===== config.mk =====
export PLATFORM = sky130hd
export DESIGN_NAME = fiap_trigger_ctrl
export DESIGN_NICKNAME = d
export VERILOG_FILES = /design/src/logic/fiap_pkg.sv /design/src/logic/fiap_ta_if.sv /design/src/logic/fiap_ta_unlock.sv /design/src/logic/fiap_trigger_ctrl.sv
export SDC_FILE = /design/constraint.sdc
export NUM_CORES = 1
export LEC_CHECK = 0
export BUFFER_PORTS_ARGS = -buffer_cell sky130_fd_sc_hd__buf_4
export CAP_MARGIN = 20
export CORE_MARGIN = 3
export CORE_UTILIZATION = 50
export DETAILED_ROUTE_END_ITERATION = 6
export HOLD_SLACK_MARGIN = 0.12
export PLACE_DENSITY = 0.75
export SYNTH_ARGS = -nofsm -noshare
export SYNTH_HDL_FRONTEND = slang
export SYNTH_HIERARCHICAL = 1
export SYNTH_SLANG_ARGS = --single-unit

===== constraint.sdc =====
create_clock -name clock_in -period 2.5 [get_ports clock_in]
set_clock_uncertainty 0.2 [all_clocks]
set_input_delay 0.625 -clock clock_in [delete_from_list [all_inputs] [get_ports clock_in]]
set_output_delay 0.625 -clock clock_in [all_outputs]
set_load 0.01 [all_outputs]

===== src/logic/fiap_pkg.sv =====
// constants and types shared by the flash trigger front end
package fiap_pkg;
  // register addresses on the special function register bus
  localparam logic [7:0] FIAP_ADDR_TRIG  = 8'ha4;
  localparam logic [7:0] FIAP_ADDR_UEN   = 8'ha5;
  localparam logic [7:0] FIAP_ADDR_AL    = 8'ha6;
  localparam logic [7:0] FIAP_ADDR_AH    = 8'ha7;
  localparam logic [7:0] FIAP_ADDR_TAKEY = 8'hbf;
  // timed access unlock keys
  localparam logic [7:0] FIAP_TA_KEY1 = 8'haa;
  localparam logic [7:0] FIAP_TA_KEY2 = 8'h55;
  // field positions
  localparam int FIAP_TRIG_BIT = 0;
  localparam int FIAP_UEN_APP  = 0;
  localparam int FIAP_UEN_LDR  = 1;
  localparam int FIAP_UEN_CFG  = 2;
  localparam int FIAP_UEN_SEC  = 3;
  localparam int FIAP_UEN_MAP  = 4;
  // reset values
  localparam logic [7:0] FIAP_UEN_RST = 8'h00;
  localparam logic [7:0] FIAP_AL_RST  = 8'h00;
  localparam logic [7:0] FIAP_AH_RST  = 8'h00;
  // secure area window base
  localparam logic [15:0] FIAP_SEC_BASE = 16'hff80;
  // timing
  localparam int FIAP_CLK_NS       = 25;
  localparam int FIAP_TA_WINDOW_NS = 100;
  localparam logic [2:0] FIAP_TA_WINDOW_CYC = 3'(FIAP_TA_WINDOW_NS / FIAP_CLK_NS);
  // flash region targeted by an operation
  typedef enum logic [1:0] {
    FIAP_REG_APP = 2'h0,
    FIAP_REG_LDR = 2'h1,
    FIAP_REG_CFG = 2'h2,
    FIAP_REG_SEC = 2'h3
  } fiap_region_t;
endpackage


===== src/logic/fiap_ta_if.sv =====
// timed access carrier between the front end and its unlock module
`timescale 1ns/10ps
`default_nettype none
interface fiap_ta_if;
  logic       wr;
  logic [7:0] addr;
  logic [7:0] wdata;
  logic       used;
  logic       open;
  modport front (output wr, output addr, output wdata, output used, input open);
  modport unlock (input wr, input addr, input wdata, input used, output open);
endinterface
`default_nettype wire


===== src/logic/fiap_ta_unlock.sv =====
// timed access unlock sequence and protected write window
`timescale 1ns/10ps
`default_nettype none
module fiap_ta_unlock
  import fiap_pkg::*;
(
  // clock and reset
  input  wire logic clock_in,
  input  wire logic sys_rst_in,
  // carrier
  fiap_ta_if.unlock ta
);
  typedef enum logic [2:0] {
    FIAP_TA_IDLE  = 3'b001,
    FIAP_TA_ARMED = 3'b010,
    FIAP_TA_OPEN  = 3'b100
  } fiap_ta_state_t;

  fiap_ta_state_t state;
  logic [2:0]     win_cnt;
  logic           key1_wr;
  logic           key2_wr;

  // key write detection
  assign key1_wr = ta.wr && (ta.addr == FIAP_ADDR_TAKEY) && (ta.wdata == FIAP_TA_KEY1);
  assign key2_wr = ta.wr && (ta.addr == FIAP_ADDR_TAKEY) && (ta.wdata == FIAP_TA_KEY2);
  assign ta.open = (state == FIAP_TA_OPEN);

  // unlock sequencer: first key arms, second key opens a short window
  always_ff @(posedge clock_in or posedge sys_rst_in) begin
    if (sys_rst_in) begin
      state   <= FIAP_TA_IDLE;
      win_cnt <= 3'h0;
    end else begin
      unique case (state)
        FIAP_TA_IDLE: begin
          if (key1_wr) begin
            state <= FIAP_TA_ARMED;
          end
        end
        FIAP_TA_ARMED: begin
          if (key2_wr) begin
            state   <= FIAP_TA_OPEN;
            win_cnt <= FIAP_TA_WINDOW_CYC;
          end else if (ta.wr && !key1_wr) begin
            state <= FIAP_TA_IDLE; // wrong sequence drops the arm
          end
        end
        FIAP_TA_OPEN: begin
          win_cnt <= win_cnt - 3'h1;
          if (key1_wr) begin
            state <= FIAP_TA_ARMED;
          end else if (ta.used || win_cnt == 3'h1) begin
            state <= FIAP_TA_IDLE;
          end
        end
      endcase
    end
  end

  // the window never outlives its cycle budget
  ta_window_len_a: assert property (@(posedge clock_in) disable iff (sys_rst_in)
    $rose(ta.open) |-> ##[1:4] !ta.open)
    else $error("timed access window stayed open too long");

  // opening needs the second key as the next write after the first, idle cycles between them allowed
  ta_open_cause_a: assert property (@(posedge clock_in) disable iff (sys_rst_in)
    $rose(ta.open) |-> $past(key2_wr) && $past(state == FIAP_TA_ARMED))
    else $error("timed access window opened without key sequence");
endmodule
`default_nettype wire


===== src/logic/fiap_trigger_ctrl.sv =====
// flash programming trigger front end on the special function register bus
`timescale 1ns/10ps
`default_nettype none
// How it works
// - writing one to trigger bit 0 starts a flash operation
// - program counter held during the operation, released when it finishes
// - trigger clears itself after the operation; reads always return zero
// - trigger register at A4H, writes accepted only inside timed access window
// - map bit steers 0xff80 to 0xffff to application flash or secure area
// - secure area erase or program only while enable bit 3 set
// - configuration bytes erase or program only while enable bit 2 set
// - loader flash erase or program only while enable bit 1 set
// - application flash erase or program only while enable bit 0 set
// - enable bits at A5H writable only through timed access
// - target address low byte comes from register A6H
// - target address high byte from A7H, no timed access needed
module fiap_trigger_ctrl
  import fiap_pkg::*;
(
  // clock and reset
  input  wire logic         clock_in,
  input  wire logic         sys_rst_in,
  // special function register bus
  input  wire logic [7:0]   sfr_addr_in,
  input  wire logic         sfr_wr_in,
  input  wire logic         sfr_rd_in,
  input  wire logic [7:0]   sfr_wdata_in,
  output logic      [7:0]   sfr_rdata_out,
  // operation region from the command logic
  input  wire fiap_region_t op_region_in,
  // cpu side
  input  wire logic [15:0]  cpu_addr_in,
  output logic              cpu_hold_out,
  output logic              secure_area_sel_out,
  // flash engine side
  output logic              flash_start_out,
  output logic [15:0]       flash_addr_out,
  output fiap_region_t      flash_region_out,
  input  wire logic         flash_done_in,
  // status
  output logic              op_done_out,
  output logic              op_blocked_out
);
  typedef enum logic [3:0] {
    FIAP_IDLE  = 4'b0001,
    FIAP_CHECK = 4'b0010,
    FIAP_WAIT  = 4'b0100,
    FIAP_DONE  = 4'b1000
  } fiap_state_t;

  fiap_ta_if ta ();

  fiap_state_t  state;
  logic [7:0]   uen;
  logic [7:0]   addr_lo;
  logic [7:0]   addr_hi;
  logic         trig_accept;
  logic         allowed;
  logic         prot_wr;

  // address decode used by writes and reads alike
  function automatic logic hit(input logic [7:0] a, input logic [7:0] reg_addr);
    return a == reg_addr;
  endfunction

  // region enable lookup
  function automatic logic region_enabled(input fiap_region_t r, input logic [7:0] en);
    logic res;
    res = 1'b0;
    unique case (r)
      FIAP_REG_APP: res = en[FIAP_UEN_APP];
      FIAP_REG_LDR: res = en[FIAP_UEN_LDR];
      FIAP_REG_CFG: res = en[FIAP_UEN_CFG];
      FIAP_REG_SEC: res = en[FIAP_UEN_SEC];
    endcase
    return res;
  endfunction

  // timed access unlock
  fiap_ta_unlock u_ta (
    .clock_in   (clock_in),
    .sys_rst_in (sys_rst_in),
    .ta         (ta.unlock)
  );

  // carrier drive and protected write detection
  assign ta.wr    = sfr_wr_in;
  assign ta.addr  = sfr_addr_in;
  assign ta.wdata = sfr_wdata_in;
  assign prot_wr  = sfr_wr_in && ta.open &&
                    (hit(sfr_addr_in, FIAP_ADDR_TRIG) || hit(sfr_addr_in, FIAP_ADDR_UEN));
  assign ta.used  = prot_wr;
  assign trig_accept = sfr_wr_in && hit(sfr_addr_in, FIAP_ADDR_TRIG) && ta.open &&
                       sfr_wdata_in[FIAP_TRIG_BIT] && (state == FIAP_IDLE);
  assign allowed = region_enabled(flash_region_out, uen);

  // update enable register; map bit is not protected, enables are
  always_ff @(posedge clock_in or posedge sys_rst_in) begin
    if (sys_rst_in) begin
      uen <= FIAP_UEN_RST;
    end else if (sfr_wr_in && hit(sfr_addr_in, FIAP_ADDR_UEN)) begin
      uen[FIAP_UEN_MAP] <= sfr_wdata_in[FIAP_UEN_MAP];
      if (ta.open) begin
        uen[FIAP_UEN_SEC:FIAP_UEN_APP] <= sfr_wdata_in[FIAP_UEN_SEC:FIAP_UEN_APP];
      end
    end
  end

  // target address bytes, freely writable
  always_ff @(posedge clock_in or posedge sys_rst_in) begin
    if (sys_rst_in) begin
      addr_lo <= FIAP_AL_RST;
      addr_hi <= FIAP_AH_RST;
    end else if (sfr_wr_in) begin
      if (hit(sfr_addr_in, FIAP_ADDR_AL)) begin
        addr_lo <= sfr_wdata_in;
      end
      if (hit(sfr_addr_in, FIAP_ADDR_AH)) begin
        addr_hi <= sfr_wdata_in;
      end
    end
  end

  // read data register; trigger and unmapped addresses read zero
  always_ff @(posedge clock_in or posedge sys_rst_in) begin
    if (sys_rst_in) begin
      sfr_rdata_out <= 8'h00;
    end else if (sfr_rd_in) begin
      if (hit(sfr_addr_in, FIAP_ADDR_UEN)) begin
        sfr_rdata_out <= {3'h0, uen[FIAP_UEN_MAP:FIAP_UEN_APP]};
      end else if (hit(sfr_addr_in, FIAP_ADDR_AL)) begin
        sfr_rdata_out <= addr_lo;
      end else if (hit(sfr_addr_in, FIAP_ADDR_AH)) begin
        sfr_rdata_out <= addr_hi;
      end else begin
        sfr_rdata_out <= 8'h00;
      end
    end
  end

  // operation sequencer
  always_ff @(posedge clock_in or posedge sys_rst_in) begin
    if (sys_rst_in) begin
      state            <= FIAP_IDLE;
      flash_start_out  <= 1'b0;
      flash_addr_out   <= 16'h0000;
      flash_region_out <= FIAP_REG_APP;
      op_done_out      <= 1'b0;
      op_blocked_out   <= 1'b0;
    end else begin
      flash_start_out <= 1'b0;
      op_done_out     <= 1'b0;
      unique case (state)
        FIAP_IDLE: begin
          if (trig_accept) begin
            state            <= FIAP_CHECK;
            flash_addr_out   <= {addr_hi, addr_lo};
            flash_region_out <= op_region_in;
            op_blocked_out   <= 1'b0;
          end
        end
        FIAP_CHECK: begin
          if (allowed) begin
            flash_start_out <= 1'b1;
            state           <= FIAP_WAIT;
          end else begin
            op_blocked_out <= 1'b1;
            state          <= FIAP_DONE;
          end
        end
        FIAP_WAIT: begin
          if (flash_done_in) begin
            state <= FIAP_DONE;
          end
        end
        FIAP_DONE: begin
          op_done_out <= 1'b1;
          state       <= FIAP_IDLE;
        end
      endcase
    end
  end

  // program counter hold, raised with the accepted trigger
  always_ff @(posedge clock_in or posedge sys_rst_in) begin
    if (sys_rst_in) begin
      cpu_hold_out <= 1'b0;
    end else if (trig_accept) begin
      cpu_hold_out <= 1'b1;
    end else if (state == FIAP_DONE) begin
      cpu_hold_out <= 1'b0;
    end
  end

  // secure area window select, one cycle behind the cpu address
  always_ff @(posedge clock_in or posedge sys_rst_in) begin
    if (sys_rst_in) begin
      secure_area_sel_out <= 1'b0;
    end else begin
      secure_area_sel_out <= uen[FIAP_UEN_MAP] && (cpu_addr_in >= FIAP_SEC_BASE);
    end
  end

  trig_holds_pc_a: assert property (@(posedge clock_in) disable iff (sys_rst_in)
    trig_accept |=> cpu_hold_out && (state == FIAP_CHECK))
    else $error("trigger did not hold the program counter");

  hold_release_a: assert property (@(posedge clock_in) disable iff (sys_rst_in)
    (state == FIAP_DONE) |=> !cpu_hold_out && op_done_out)
    else $error("program counter not released after operation");

  trig_reads_zero_a: assert property (@(posedge clock_in) disable iff (sys_rst_in)
    sfr_rd_in && hit(sfr_addr_in, FIAP_ADDR_TRIG) |=> sfr_rdata_out == 8'h00)
    else $error("trigger register read nonzero");

  trig_needs_ta_a: assert property (@(posedge clock_in) disable iff (sys_rst_in)
    sfr_wr_in && hit(sfr_addr_in, FIAP_ADDR_TRIG) && !ta.open && (state == FIAP_IDLE)
    && !cpu_hold_out |=> !cpu_hold_out)
    else $error("trigger accepted without timed access");

  uen_protect_a: assert property (@(posedge clock_in) disable iff (sys_rst_in)
    sfr_wr_in && hit(sfr_addr_in, FIAP_ADDR_UEN) && !ta.open |=> $stable(uen[3:0]))
    else $error("update enables changed without timed access");

  start_enabled_a: assert property (@(posedge clock_in) disable iff (sys_rst_in)
    flash_start_out |-> region_enabled(flash_region_out, uen))
    else $error("flash action started on a disabled region");

  blocked_release_a: assert property (@(posedge clock_in) disable iff (sys_rst_in)
    (state == FIAP_CHECK) && !allowed |=> !flash_start_out ##1 !cpu_hold_out)
    else $error("blocked operation mishandled");

  target_addr_a: assert property (@(posedge clock_in) disable iff (sys_rst_in)
    trig_accept |=> flash_addr_out == {$past(addr_hi), $past(addr_lo)})
    else $error("target address not taken from address registers");

  secure_map_a: assert property (@(posedge clock_in) disable iff (sys_rst_in)
    ##1 secure_area_sel_out == ($past(uen[FIAP_UEN_MAP]) && ($past(cpu_addr_in) >= FIAP_SEC_BASE)))
    else $error("secure area select wrong");

  op_done_c: cover property (@(posedge clock_in) disable iff (sys_rst_in)
    flash_start_out ##[1:50] op_done_out);
  op_blocked_c: cover property (@(posedge clock_in) disable iff (sys_rst_in)
    (state == FIAP_CHECK) && !allowed);
  secure_sel_c: cover property (@(posedge clock_in) disable iff (sys_rst_in)
    secure_area_sel_out);
endmodule
`default_nettype wire


==> flow_metrics.tcl <==
set metrics [dict create \
    min_path_cells 2 \
    drv_slew 0 \
    cp-end-kind "flip-flop" \
    synth-main-ff-cell "dfrtp_1" \
    ant_nets 0 \
    antenna_found_initial 0 \
    multi_input_area_um2 1280 \
    postCtsSetupBuffers 0 \
    crit_chain "nand2b_1, nor2_1, nor3b_1, nand4_2, buf_4, mux2_4" \
    num_rows 27 \
    setup-violations-final 0 \
    power_density_nw_per_um2 613 \
    r2r_start "u_ta/state[2]" \
    worst-setup-path-type "flip-flop to flip-flop" \
    maxSlewHeadroom 0.699 \
    synth_edf_count 0 \
    startpoint_type "flip-flop" \
    final_cells 379 \
    status "complete, no violations" \
    ff2ff_path_depth 6 \
    syn_inst 231 \
    avgSynthCellArea_um2 12.8 \
    grt_pass1_wl_um 10500 \
    cts_inserted_buffers 9 \
    dieArea_um2 6870 \
    dp_cells 362 \
    routed_wl_um 6180 \
    syn_area_um2 2960 \
    hp-class "input port to flip-flop" \
    hold_start "flash_done_in" \
    syn_nets 272 \
    dr.first_iter.drc_count 90 \
    cp_slowest_cell "dfrtp_1" \
    finalInstanceArea_um2 3760 \
    drive_above_1_share 0.479 \
    worstPathArrival_ns 2.24 \
    route.vias.total 2061 \
    via_per_inst 5.44 \
    p_leak_nw 1.87 \
    fin_crit_sh 0.890 \
    syn2layout_area_growth_pct 27.1 \
    seq_area_um2 1550 \
    final_util 0.670 \
    cts_root_buffer "clkbuf_8" \
    grt_pass1_vias 2107 \
    cts_tree "built" \
    start_util 0.527 \
    htreeDepth 3 \
    seq_area_frac_synth 0.525 \
    period_minus_slack_ns 2.22 \
    post-dp-hpwl_um 4520 \
    port-buffer-count 62 \
    ys_types 49 \
    wire_per_inst_um 16.3 \
    clkTransAtPathRegs_ns 0.07 \
    async_flop_share 1.00 \
    max_stage_delay_ns 0.46 \
    fmax_mhz 450 \
    irDropWorstVdd_uv 399 \
    die_w_um 82.9 \
    postPlaceCellArea_um2 3520 \
    overflow 0 \
    cp_max_fo 12 \
    hold_viol 0 \
    critPathRequiredTime_ns 2.51 \
    fill_cells 423 \
    io-pin-count 70 \
    regToRegSetupSlack_ns 0.28 \
    rsz0062_at_grt "no" \
    cts.sinks 62 \
    ys_warn_count 6 \
    diodes 0 \
    grt_usage 0.192 \
    gp_routability_congestion 0.801 \
    dr.pass1.iters 4 \
    drc_errors 0 \
    final_nets 343 \
    r2r_end "flash_addr_out[11]" \
    setup_tns_ns 0 \
    grt_max_degree 57 \
    core-area_um2 5610 \
    holdPathEnd "state[2]" \
    synth-seq-cells 62 \
    maxCapViolations 0 \
    die_h_um 82.9 \
    ctsLongestPathBuffers 2 \
    insertion_delay_ns 0.33 \
    tightest_slew_ns 0.451 \
]
==> state kept, by name (all words and copies together) (netlist names), 2 cells and up <==
name	count
sfr_rdata_out	8
flash_addr_out	16
uen	5
addr_lo	8
state	4
u_ta/win_cnt	3
addr_hi	8
u_ta/state	3
flash_region_out	2
==> metrics by stage <==
stage | total power [mW] | worst slack (ns) | hold WS (ns)
after floorplan | 1.24 | 0.305 | 0.215
after global placement | 1.31 | 0.195 | 0.263
after detailed placement | 1.32 | 0.169 | 0.274
after CTS | 2.32 | 0.282 | 0.265
after global routing | 2.40 | 0.0917 | 0.262
final | 2.30 | 0.276 | 0.276
==> cells in the mapped netlist, drive strengths merged (4+ instances only) <==
cell | n | area share
a21oi | 5 | 0.0085
a22oi | 5 | 0.013
buf | 6 | 0.016
clkbuf | 4 | 0.0051
dfrtp | 60 | 0.51
inv | 16 | 0.020
mux2 | 47 | 0.20
nand2 | 14 | 0.018
nand2b | 5 | 0.011
nand4 | 5 | 0.018
nor2 | 5 | 0.0080
nor3 | 5 | 0.0085
o21ai | 4 | 0.0068
o22ai | 9 | 0.019
==> worst max path at each step <==
stage	from	end	depth (start not counted)
CTS	u_ta/state[2]	flash_addr_out[11]	6
global route	u_ta/state[2]	flash_addr_out[11]	6
finish	u_ta/state[2]	flash_addr_out[11]	6
detailed placement	sfr_addr_in[6]	flash_addr_out[3]	6
floorplan	sys_rst_in	addr_hi[0]	1
global placement	sfr_addr_in[0]	uen[2]	5
==> kinds of logic (layout without fill, tap and decap cells) <==
kind of cell / after synthesis / after routing / synth area share
buffers and inverters: 26 / 102 / 0.0415
AND/OR/NAND/NOR: 58 / 58 / 0.135
XOR/XNOR: 1 / 1 / 0.00296
adder cells (fa/ha/maj): 2 / 2 / 0.00846
AO/OA/AOI/OAI: 34 / 34 / 0.0778
flip-flops: 62 / 62 / 0.525
multiplexers: 48 / 48 / 0.209
==> worst max-delay path: cells and delay by family, from the launching register on <==
family                 cells  cell delay, ns
buffers and inverters      1            0.23
muxes                      1            0.31
and+or+nand+nor            4            0.89
DFF                        1            0.46
==> cell type report <==
type	count	share of cell area
sequential	62	0.413
clock buffer	11	0.0403
clock inverter	5	0.0216
timing repair buffer	70	0.144
inverter	16	0.0160
multi-input combinational	143	0.341
tap	72	0.0240
==> cells in the final DEF, fill, tap and decap left out, types with 2 or more instances in the layout <==
cell       count
buf_4         68
dfrtp_1       60
mux2_2        29
mux2_4        18
inv_1         15
nand2_1       14
clkbuf_8      11
o22ai_1        9
nand2b_1       5
nor3_1         5
a22oi_1        5
a21oi_1        5
o21ai_0        4
nand4_1        3
nor2_1         3
nor2_2         2
or4b_2         2
nor3b_1        2
o21a_1         2
nor4b_1        2
o21bai_1       2
nand3_1        2
and4b_1        2
bufinv_16      2
dfstp_2        2
and4bb_2       2
nand3b_1       2
nor4bb_1       2
ha_1           2
==> metal layers <==
layer	share of wire	global-route usage	wire length, um	vias to the layer above
li1	-	-	-	986
met5	0	0	0	-
met1	0.43	0.252	2690	1007
met3	0.053	0.0377	330	7
met4	0.017	0.0921	103	0
met2	0.49	0.305	3060	61
==> where the power goes <==
part | switching [mW] | internal [mW] | total [mW] | leakage [nW]
combinational | 0.105 | 0.101 | 0.205 | 0.907
clock | 0.388 | 0.616 | 1.00 | 0.116
sequential | 0.0479 | 1.05 | 1.09 | 0.843
total | 0.540 | 1.76 | 2.30 | 1.87
==> timing repair <==
item                      CTS  global route
gates resized for setup     0             0
hold endpoints to repair    5             0
hold buffers                1             0
Note: power is estimated with default switching activity, not from simulation.
